## src/rsu_regs.svh

```systemverilog
// Purpose: constants of the remote image upgrade link and its controller
// Assumes: one clock per end, all counts in cycles of that clock
// Notes: offsets of the controller registers are word indices
`ifndef RSU_REGS_SVH
`define RSU_REGS_SVH

// Shift register and its fields
`define RSU_STS_W 5
`define RSU_CTL_W 38
`define RSU_SHIFT_W 43
`define RSU_CTL_ANF 0
`define RSU_CTL_ADDR_LSB 1
`define RSU_CTL_ADDR_MSB 24
`define RSU_CTL_WDEN 25
`define RSU_CTL_WDT_LSB 26
`define RSU_CTL_WDT_MSB 37
`define RSU_STS_CRC 0
`define RSU_STS_EXTERR 1
`define RSU_STS_CORE 2
`define RSU_STS_CFGPIN 3
`define RSU_STS_WDOG 4

// Reset values and fixed addresses
`define RSU_CTL_RESET 38'h00_0000_0000
`define RSU_STS_RESET 5'h00
`define RSU_FACTORY_ADDR 24'h00_0000
`define RSU_ADDR_LOW_BYTE 8'h00
`define RSU_WD_TIMEOUT_W 12
`define RSU_WD_GRAN_LOG2 17

// Controller register word indices
`define RSU_REG_CMD 3'h0
`define RSU_REG_DATA_LO 3'h1
`define RSU_REG_DATA_HI 3'h2
`define RSU_REG_IRQ_STS 3'h3
`define RSU_REG_IRQ_CLR 3'h4
`define RSU_REG_IRQ_EN 3'h5

// Command bits and interrupt bits
`define RSU_CMD_READ 0
`define RSU_CMD_WRITE 1
`define RSU_CMD_RECONF 2
`define RSU_CMD_WDRST 3
`define RSU_IRQ_W 3
`define RSU_IRQ_RD_DONE 0
`define RSU_IRQ_WR_DONE 1
`define RSU_IRQ_PULSE_DONE 2

// Timing counts in clock cycles
`define RSU_SCLK_HALF 8'd8
`define RSU_PULSE_CYC 8'd16

`endif

```

## src/rsu_pkg.sv

```systemverilog
// Purpose: types shared by both ends of the upgrade link
// Assumes: constants come from rsu_regs.svh
// Notes: state codes are written out
package rsu_pkg;

  typedef enum logic [2:0] {
    RSU_DEV_LOAD_FACT = 3'b000,
    RSU_DEV_FACTORY = 3'b001,
    RSU_DEV_LOAD_APP = 3'b010,
    RSU_DEV_APP = 3'b011,
    RSU_DEV_HALT = 3'b100
  } rsu_dev_state_e;

  typedef enum logic [1:0] {
    RSU_CORE_IDLE = 2'b00,
    RSU_CORE_CAPT = 2'b01,
    RSU_CORE_SHIFT = 2'b10,
    RSU_CORE_UPDT = 2'b11
  } rsu_core_state_e;

  typedef logic [4:0] rsu_status_t;

endpackage : rsu_pkg

```

## src/rsu_if.sv

```systemverilog
// Purpose: dedicated signals between core logic and upgrade circuitry
// Assumes: all signals are driven from flip-flops of one end
// Notes: no clocking block; each end synchronises what it reads
`timescale 1ns/100ps
`default_nettype none
interface rsu_if;
  logic upgrade_serial_in;
  logic upgrade_serial_out;
  logic shift_not_load_select;
  logic capture_not_update_select;
  logic upgrade_shift_clock;
  logic core_reconfig_request_n;
  logic watchdog_restart_n;

  // Upgrade circuitry end
  modport dev (
    input upgrade_serial_in, shift_not_load_select, capture_not_update_select,
    input upgrade_shift_clock, core_reconfig_request_n, watchdog_restart_n,
    output upgrade_serial_out
  );

  // Core logic end
  modport core (
    output upgrade_serial_in, shift_not_load_select, capture_not_update_select,
    output upgrade_shift_clock, core_reconfig_request_n, watchdog_restart_n,
    input upgrade_serial_out
  );
endinterface : rsu_if
`default_nettype wire

```

## src/rsu_sync.sv

```systemverilog
// Purpose: two-flop synchroniser for a group of levels
// Assumes: inputs are slow against the clock
// Notes: reset value is a parameter so idle-high pins start high
`timescale 1ns/100ps
`default_nettype none
module rsu_sync #(
  parameter int W = 1,
  parameter logic [W-1:0] INIT = '0
) (
  input wire logic ref_clk_i,
  input wire logic reset_n_i,
  input wire logic [W-1:0] d_i,
  output logic [W-1:0] q_o
);
  logic [W-1:0] meta_q;
  logic [W-1:0] sync_q;

  // First stage feeds only the second
  always_ff @(posedge ref_clk_i or negedge reset_n_i) begin
    if (!reset_n_i) begin
      meta_q <= INIT;
      sync_q <= INIT;
    end else begin
      meta_q <= d_i;
      sync_q <= meta_q;
    end
  end

  assign q_o = sync_q;
endmodule : rsu_sync
`default_nettype wire

```

## src/rsu_device.sv

```systemverilog
// Purpose: upgrade circuitry: registers, user watchdog, load sequencer
// Assumes: ref_clk_i stands for the internal oscillator
// Notes: link pins and load pins are synchronised before use
//
// The implementer's own choices: the placing of the registers and the Avalon-MM register port.
`timescale 1ns/100ps
`default_nettype none
`include "rsu_regs.svh"
module rsu_device #(
  parameter int WD_GRAN_LOG2 = `RSU_WD_GRAN_LOG2
) (
  input wire logic ref_clk_i,
  input wire logic reset_n_i,
  rsu_if.dev link,
  input wire logic remote_mode_i,
  input wire logic cfg_done_i,
  input wire logic cfg_crc_error_i,
  input wire logic ext_status_error_i,
  input wire logic ext_config_n_i,
  output logic cfg_load_o,
  output logic [31:0] cfg_addr_o,
  output logic app_mode_o,
  output logic user_mode_o,
  output logic [4:0] status_o
);
  localparam int WD_W = `RSU_WD_TIMEOUT_W + WD_GRAN_LOG2;

  // Synchronised pins: sclk, din, snl, cnu, req_n, wdr_n, and load pins
  logic [10:0] pins_s;
  logic sclk_s, din_s, snl_s, cnu_s, req_n_s, wdr_n_s;
  logic mode_s, done_s, crc_s, exterr_s, cfgpin_n_s;

  rsu_sync #(.W(11), .INIT(11'h430)) u_sync (
    .ref_clk_i(ref_clk_i),
    .reset_n_i(reset_n_i),
    .d_i({ext_config_n_i, ext_status_error_i, cfg_crc_error_i, cfg_done_i,
          remote_mode_i, link.watchdog_restart_n, link.core_reconfig_request_n,
          link.capture_not_update_select, link.shift_not_load_select,
          link.upgrade_serial_in, link.upgrade_shift_clock}),
    .q_o(pins_s)
  );

  assign {cfgpin_n_s, exterr_s, crc_s, done_s, mode_s, wdr_n_s, req_n_s,
          cnu_s, snl_s, din_s, sclk_s} = pins_s;

  // Previous levels for edge detection
  logic sclk_p_q, req_n_p_q, wdr_n_p_q;
  logic sclk_rise, req_fall, wdr_fall;

  assign sclk_rise = sclk_s & ~sclk_p_q;
  assign req_fall = ~req_n_s & req_n_p_q;
  assign wdr_fall = ~wdr_n_s & wdr_n_p_q;

  // Registers of the upgrade set
  rsu_pkg::rsu_dev_state_e state_q, state_d;
  logic [`RSU_SHIFT_W-1:0] shift_q, shift_d;
  logic [`RSU_CTL_W-1:0] upd_q, upd_d;
  logic [`RSU_CTL_W-1:0] ctl_q, ctl_d;
  rsu_pkg::rsu_status_t sts_q, sts_d;
  logic [WD_W-1:0] wd_q, wd_d;
  logic dout_q;
  logic cfg_load_q, app_q, user_q;
  logic [31:0] addr_q, addr_d;

  // Control word fields
  logic ctl_anf, ctl_wden, upd_anf;
  logic [23:0] upd_addr;
  logic [`RSU_WD_TIMEOUT_W-1:0] ctl_wdt;

  assign ctl_anf = ctl_q[`RSU_CTL_ANF];
  assign ctl_wden = ctl_q[`RSU_CTL_WDEN];
  assign ctl_wdt = ctl_q[`RSU_CTL_WDT_MSB:`RSU_CTL_WDT_LSB];
  assign upd_anf = upd_q[`RSU_CTL_ANF];
  assign upd_addr = upd_q[`RSU_CTL_ADDR_MSB:`RSU_CTL_ADDR_LSB];

  // Fault and watchdog conditions
  logic loading, load_fail, wd_run, wd_hit, auto_restart;

  assign auto_restart = mode_s;
  assign loading = (state_q == rsu_pkg::RSU_DEV_LOAD_FACT) ||
                   (state_q == rsu_pkg::RSU_DEV_LOAD_APP);
  assign load_fail = loading & (crc_s | exterr_s);
  assign wd_run = (state_q == rsu_pkg::RSU_DEV_APP) & ctl_wden;
  assign wd_hit = wd_run & (wd_q == {ctl_wdt, {WD_GRAN_LOG2{1'b0}}});

  // Cause code for a failed load
  function automatic rsu_pkg::rsu_status_t fail_cause(input logic crc);
    rsu_pkg::rsu_status_t c;
    c = `RSU_STS_RESET;
    if (crc) begin
      c[`RSU_STS_CRC] = 1'b1;
    end else begin
      c[`RSU_STS_EXTERR] = 1'b1;
    end
    return c;
  endfunction : fail_cause

  // Shift register path and application read-only guard
  always_comb begin
    shift_d = shift_q;
    upd_d = upd_q;
    if (sclk_rise) begin
      if (snl_s) begin
        shift_d = {din_s, shift_q[`RSU_SHIFT_W-1:1]};
      end else if (cnu_s) begin
        shift_d = {ctl_q, sts_q};
      end else if (!ctl_anf) begin
        upd_d = shift_q[`RSU_SHIFT_W-1:`RSU_STS_W];
      end
    end
    if (state_d == rsu_pkg::RSU_DEV_LOAD_FACT && state_q != state_d) begin
      upd_d = `RSU_CTL_RESET;
    end
  end

  // Load sequencer
  always_comb begin
    state_d = state_q;
    ctl_d = ctl_q;
    sts_d = sts_q;
    addr_d = addr_q;
    if (!cfgpin_n_s) begin
      sts_d = `RSU_STS_RESET;
      sts_d[`RSU_STS_CFGPIN] = 1'b1;
      state_d = rsu_pkg::RSU_DEV_LOAD_FACT;
    end else begin
      case (state_q)
        rsu_pkg::RSU_DEV_LOAD_FACT, rsu_pkg::RSU_DEV_LOAD_APP: begin
          if (load_fail) begin
            sts_d = fail_cause(crc_s);
            state_d = auto_restart ? rsu_pkg::RSU_DEV_LOAD_FACT :
                                     rsu_pkg::RSU_DEV_HALT;
          end else if (done_s) begin
            state_d = (state_q == rsu_pkg::RSU_DEV_LOAD_APP) ?
                      rsu_pkg::RSU_DEV_APP : rsu_pkg::RSU_DEV_FACTORY;
          end
        end
        rsu_pkg::RSU_DEV_FACTORY: begin
          if (req_fall) begin
            ctl_d = upd_q;
            sts_d = `RSU_STS_RESET;
            sts_d[`RSU_STS_CORE] = 1'b1;
            state_d = upd_anf ? rsu_pkg::RSU_DEV_LOAD_APP :
                                rsu_pkg::RSU_DEV_LOAD_FACT;
          end
        end
        rsu_pkg::RSU_DEV_APP: begin
          if (wd_hit) begin
            sts_d = `RSU_STS_RESET;
            sts_d[`RSU_STS_WDOG] = 1'b1;
            state_d = rsu_pkg::RSU_DEV_LOAD_FACT;
          end else if (req_fall) begin
            sts_d = `RSU_STS_RESET;
            sts_d[`RSU_STS_CORE] = 1'b1;
            state_d = rsu_pkg::RSU_DEV_LOAD_FACT;
          end
        end
        rsu_pkg::RSU_DEV_HALT: begin
          state_d = rsu_pkg::RSU_DEV_HALT;
        end
        default: begin
          state_d = rsu_pkg::RSU_DEV_LOAD_FACT;
        end
      endcase
    end
    if (state_d == rsu_pkg::RSU_DEV_LOAD_FACT) begin
      ctl_d = `RSU_CTL_RESET;
    end
    if (state_d == rsu_pkg::RSU_DEV_LOAD_FACT) begin
      addr_d = {`RSU_FACTORY_ADDR, `RSU_ADDR_LOW_BYTE};
    end else if (state_d == rsu_pkg::RSU_DEV_LOAD_APP) begin
      addr_d = {upd_addr, `RSU_ADDR_LOW_BYTE};
    end
  end

  // Watchdog counter: cleared outside the application, restarted by core
  always_comb begin
    wd_d = '0;
    if (wd_run && !wdr_fall) begin
      wd_d = wd_q + {{(WD_W-1){1'b0}}, 1'b1};
    end
  end

  // Edge history and link output
  always_ff @(posedge ref_clk_i or negedge reset_n_i) begin
    if (!reset_n_i) begin
      sclk_p_q <= 1'b0;
      req_n_p_q <= 1'b1;
      wdr_n_p_q <= 1'b1;
      dout_q <= 1'b0;
    end else begin
      sclk_p_q <= sclk_s;
      req_n_p_q <= req_n_s;
      wdr_n_p_q <= wdr_n_s;
      dout_q <= shift_d[0];
    end
  end

  // Upgrade register set
  always_ff @(posedge ref_clk_i or negedge reset_n_i) begin
    if (!reset_n_i) begin
      state_q <= rsu_pkg::RSU_DEV_LOAD_FACT;
      shift_q <= '0;
      upd_q <= `RSU_CTL_RESET;
      ctl_q <= `RSU_CTL_RESET;
      sts_q <= `RSU_STS_RESET;
      wd_q <= '0;
      addr_q <= {`RSU_FACTORY_ADDR, `RSU_ADDR_LOW_BYTE};
    end else begin
      state_q <= state_d;
      shift_q <= shift_d;
      upd_q <= upd_d;
      ctl_q <= ctl_d;
      sts_q <= sts_d;
      wd_q <= wd_d;
      addr_q <= addr_d;
    end
  end

  // Registered user-side flags
  always_ff @(posedge ref_clk_i or negedge reset_n_i) begin
    if (!reset_n_i) begin
      cfg_load_q <= 1'b1;
      app_q <= 1'b0;
      user_q <= 1'b0;
    end else begin
      cfg_load_q <= (state_d == rsu_pkg::RSU_DEV_LOAD_FACT) ||
                    (state_d == rsu_pkg::RSU_DEV_LOAD_APP);
      app_q <= state_d == rsu_pkg::RSU_DEV_APP;
      user_q <= (state_d == rsu_pkg::RSU_DEV_APP) ||
                (state_d == rsu_pkg::RSU_DEV_FACTORY);
    end
  end

  assign link.upgrade_serial_out = dout_q;
  assign cfg_load_o = cfg_load_q;
  assign cfg_addr_o = addr_q;
  assign app_mode_o = app_q;
  assign user_mode_o = user_q;
  assign status_o = sts_q;
endmodule : rsu_device
`default_nettype wire

```

## src/flat_wrapper.sv

```systemverilog
// flat-port wrapper written by rule: the top's interface ports become plain ports
module rsu_device_flat 
#(
  parameter int WD_GRAN_LOG2 = `RSU_WD_GRAN_LOG2
)
  (ref_clk_i, reset_n_i, remote_mode_i, cfg_done_i, cfg_crc_error_i, ext_status_error_i, ext_config_n_i, cfg_load_o, cfg_addr_o, app_mode_o, user_mode_o, status_o, link_upgrade_serial_in, link_shift_not_load_select, link_capture_not_update_select, link_upgrade_shift_clock, link_core_reconfig_request_n, link_watchdog_restart_n, link_upgrade_serial_out);
  rsu_if link_i ();
  input wire logic ref_clk_i;
  input wire logic reset_n_i;
  input wire logic remote_mode_i;
  input wire logic cfg_done_i;
  input wire logic cfg_crc_error_i;
  input wire logic ext_status_error_i;
  input wire logic ext_config_n_i;
  output logic cfg_load_o;
  output logic [31:0] cfg_addr_o;
  output logic app_mode_o;
  output logic user_mode_o;
  output logic [4:0] status_o;
  input wire logic [$bits(link_i.upgrade_serial_in)-1:0] link_upgrade_serial_in;
  input wire logic [$bits(link_i.shift_not_load_select)-1:0] link_shift_not_load_select;
  input wire logic [$bits(link_i.capture_not_update_select)-1:0] link_capture_not_update_select;
  input wire logic [$bits(link_i.upgrade_shift_clock)-1:0] link_upgrade_shift_clock;
  input wire logic [$bits(link_i.core_reconfig_request_n)-1:0] link_core_reconfig_request_n;
  input wire logic [$bits(link_i.watchdog_restart_n)-1:0] link_watchdog_restart_n;
  output wire logic [$bits(link_i.upgrade_serial_out)-1:0] link_upgrade_serial_out;
  assign link_i.upgrade_serial_in = link_upgrade_serial_in;
  assign link_i.shift_not_load_select = link_shift_not_load_select;
  assign link_i.capture_not_update_select = link_capture_not_update_select;
  assign link_i.upgrade_shift_clock = link_upgrade_shift_clock;
  assign link_i.core_reconfig_request_n = link_core_reconfig_request_n;
  assign link_i.watchdog_restart_n = link_watchdog_restart_n;
  assign link_upgrade_serial_out = link_i.upgrade_serial_out;
  rsu_device #(.WD_GRAN_LOG2(WD_GRAN_LOG2)) u_core (.ref_clk_i(ref_clk_i), .reset_n_i(reset_n_i), .link(link_i), .remote_mode_i(remote_mode_i), .cfg_done_i(cfg_done_i), .cfg_crc_error_i(cfg_crc_error_i), .ext_status_error_i(ext_status_error_i), .ext_config_n_i(ext_config_n_i), .cfg_load_o(cfg_load_o), .cfg_addr_o(cfg_addr_o), .app_mode_o(app_mode_o), .user_mode_o(user_mode_o), .status_o(status_o));
endmodule
```

## config.mk

```make
export PLATFORM = sky130hd
export DESIGN_NAME = rsu_device_flat
export DESIGN_NICKNAME = d
export VERILOG_FILES = /design/src/rsu_pkg.sv /design/src/rsu_if.sv /design/src/rsu_sync.sv /design/src/rsu_device.sv /design/src/flat_wrapper.sv
export VERILOG_INCLUDE_DIRS = /design/src
export SDC_FILE = /design/constraint.sdc
export NUM_CORES = 1
export LEC_CHECK = 0
export BUFFER_PORTS_ARGS = -buffer_cell sky130_fd_sc_hd__buf_2
export CORE_ASPECT_RATIO = 0.5
export CORE_UTILIZATION = 30
export CTS_CLUSTER_SIZE = 40
export DETAILED_ROUTE_END_ITERATION = 8
export PLACE_DENSITY = 0.49
export SKIP_LAST_GASP = 1
export SYNTH_ARGS = -nofsm -noshare
export SYNTH_HDL_FRONTEND = slang
export SYNTH_SLANG_ARGS = --single-unit
```

## constraint.sdc

```tcl
create_clock -name ref_clk_i -period 2.52 [get_ports ref_clk_i]
set_input_delay 0.504 -clock ref_clk_i [delete_from_list [all_inputs] [get_ports ref_clk_i]]
set_output_delay 0.504 -clock ref_clk_i [all_outputs]
set_load 0.02 [all_outputs]
```

==> results.yml <==
outcome:
  status: "complete, no violations"
timing:
  setup_violations: 0
  worst-slew-pin-transition_ps: 873
  drv_slew: 0
  rsz0062_at_grt: "no"
  timing.hold.ws_ps: 1.42
  fin_worst_skew_ps: 12.0
  setup_slack_ps: 232
  max_freq_ghz: 0.437
  period_minus_slack_ps: 2290
  hold_viol: 0
  setup_tns_ps: 0
  min_period_over_period_pct: 90.8
  slew_headroom_pct: 41.8
synthesis:
  synth_area_leaders: "dfrtp_1 (55%), mux2i_1 (16%), a21oi_1 (4.9%)"
  ys_seq_area_share_pct: 57.7
  yosysTopAreaCell: "dfrtp_1"
  synth_xor_area_share_pct: 3.49
  synthFlopType: "dfrtp_1"
  synthesis.area_um2: 9030
  yosys.area_share.simple_pct: 11.6
  post_synth_inst_count: 807
  synth_top_family_by_area: "multiplexers"
  synth_fa_ha_area_share_pct: 0.277
  synthArstFlopShare_pct: 100
  ys_types: 45
  ys_seq_elements: 208
  yosysTopAreaCellShare_pct: 55.1
  synth_warnings: 0
  synth_edf_count: 0
  synth.area.mux_share_pct: 16.0
  synth_compound_area_share_pct: 6.26
  syn_area_per_cell_um2: 11.2
floorplan:
  start_util_pct: 30.8
  die_h_um: 125
  num_rows: 44
  dieArea_um2: 30900
  ios: 54
  core_area_um2: 29300
  die_w_um: 247
layout:
  diodes: 0
  final_cell_mix: "dfrtp_1 (198), mux2i_1 (144), a21oi_1 (88), nor2_1 (75), buf_2 (44)"
  design_area_um2: 10500
  drive_gt1_share_pct: 14.1
  multi_input_area_um2: 3460
  syn_to_final_growth_pct: 16.5
  seq_area_um2: 5220
  final_common_cell: "dfrtp_1"
  fin_cells: 1251
  fin_nets: 860
  fillers: 2925
  final_core_util_pct: 35.9
route:
  firstDrtPassIters: 4
  postRouteAntennaNets: 0
  vias: 5822
  vias_per_cell: 4.65
  drt_iter0_markers: 369
  wire_per_inst_um: 16.0
  route.detailed.drc: 0
  routed_wl_mm: 20.0
clocking:
  cts_tree: "built"
  path_clk_slew_ps: 60
  cts_made_buffers: 21
  clock_path_buffers: 3
  clock_latency_ps: 510
  postCtsSetupRepairBufs: 0
  cts-root-buf: "clkbuf_16"
  htree_levels: 1
  cts_sinks: 208
  hold_buffers: 0
  cts-resized-gates: 0
global_route:
  grt_pass1_vias: 6180
  grt_pass1_wl_mm: 33.6
  overflow: 0
  grt_max_degree: 87
  antenna_found_initial: 0
  grt_usage_pct: 13.6
setup_path:
  worst_setup_path_end_kind: "flip-flop"
  worstPathRequired_ps: 2880
  rrSetupSlack_ps: 230
  arrival_ps: 2650
  cp_num_buf_inv: 1
  crit_family: "simple AND/OR/NAND/NOR gates"
  crit_type: "flip-flop to flip-flop"
  cp-start-kind: "flip-flop"
  worstPathCellList: "nor2b_4 > nand3_1 > nor4_2 > nand3_2 > a311oi_4 > buf_12 > nor3_1"
  slowest_delay_ps: 470
  cp_slowest_cell: "dfrtp_1"
  path_max_fanout: 38
placed_design:
  placedCellCount: 1213
  hpwl_mm: 11.6
  place_congestion: 0.765
  dpl_cell_area_um2: 9780
  dp_slack_ps: 234
  portBuffers: 45
pwr:
  p_leak_nw: 4.93
  powerDensity_nw_per_um2: 744
  total_power_mw: 7.83
  peakVddDrop_v: 0.000386
job:
  cap_violations: 0
min_path:
  hold_path_class: "input port to asynchronous set/reset pin"
==> where the power goes <==
group	total, mW	switching [mW]	internal, mW	leakage [nW]
Sequential	3.77	0.186	3.58	2.71
Combinational	0.675	0.414	0.260	1.85
Clock	3.39	1.32	2.07	0.368
Total	7.83	1.92	5.91	4.93
==> area by class of cell <==
cell class / count / area share [%]
Clock buffer: 28 / 5.62
Clock inverter: 10 / 1.49
Inverter: 33 / 1.18
Multi-Input combinational cell: 516 / 32.9
Sequential cell: 208 / 49.6
Tap cell: 391 / 4.65
Timing Repair Buffer: 65 / 4.60
==> flip-flops by register name, indices dropped and copies added, names as in the netlist, 3 cells and up <==
name and count:
u_core.cfg_addr_o 24, u_core.ctl_q 38, u_core.shift_q 43, u_core.state_q 3, u_core.status_o 5, u_core.u_sync.meta_q 11, u_core.u_sync.q_o 11, u_core.upd_q 38
u_core.wd_q 29
==> logic make-up (layout without fill, tap and decap cells) <==
family	count (synthesis)	count (layout)
buffers and inverters	90	136
DFF	208	208
AOI/OAI and AO/OA	106	106
and+or+nand+nor	220	220
other	1	8
muxes	144	144
xor gates and xnor gates	36	36
adders and majority gates	2	2
==> worst register-to-register path: stages, from the launching register on <==
cell and delay [ps]:
dfrtp_1 470, nor2b_4 250, nand3_1 170, nor4_2 300
nand3_2 190, a311oi_4 380, buf_12 260, nor3_1 120
==> synthesized netlist by cell type, types with 7 or more instances <==
cell type,count
nor3_1,42
dfrtp_1,199
buf_1,11
nor2_1,78
xnor2_1,13
xor2_1,23
o21ai_0,7
nor4_1,7
buf_2,10
nand2_1,43
a21oi_1,89
mux2i_1,144
clkbuf_1,21
nand4_1,7
inv_1,33
buf_4,11
nand3_1,14
dfstp_2,9
==> routing by layer <==
| layer | track usage (%) | routed length, um | up-vias |
|---|---|---|---|
| met4 | 2.53 | 245 | 0 |
| met3 | 3.00 | 566 | 20 |
| met5 | 0 | 0 | - |
| met1 | 19.4 | 10200 | 2927 |
| li1 | - | - | 2829 |
| met2 | 21.1 | 9030 | 46 |
==> path summary, 6_finish.rpt <==
path / depth (start not counted) / from / endpoint
worst min-delay path: 1 / reset_n_i / u_core.shift_q[33]$_DFFE_PN0P_
max in group asynchronous: 2 / reset_n_i / u_core.u_sync.q_o[10]$_DFF_PN1_
worst max register to register: 7 / u_core.state_q[0]$_DFF_PN0_ / u_core.ctl_q[6]$_DFFE_PN0P_
worst max-delay path: 7 / u_core.state_q[0]$_DFF_PN0_ / u_core.ctl_q[6]$_DFFE_PN0P_
worst min register to register: 0 / u_core.u_sync.meta_q[8]$_DFF_PN0_ / u_core.u_sync.q_o[8]$_DFF_PN0_
min in group ref_clk_i: 1 / ext_config_n_i / u_core.u_sync.meta_q[10]$_DFF_PN1_
Note: power is estimated with default switching activity, not from simulation.
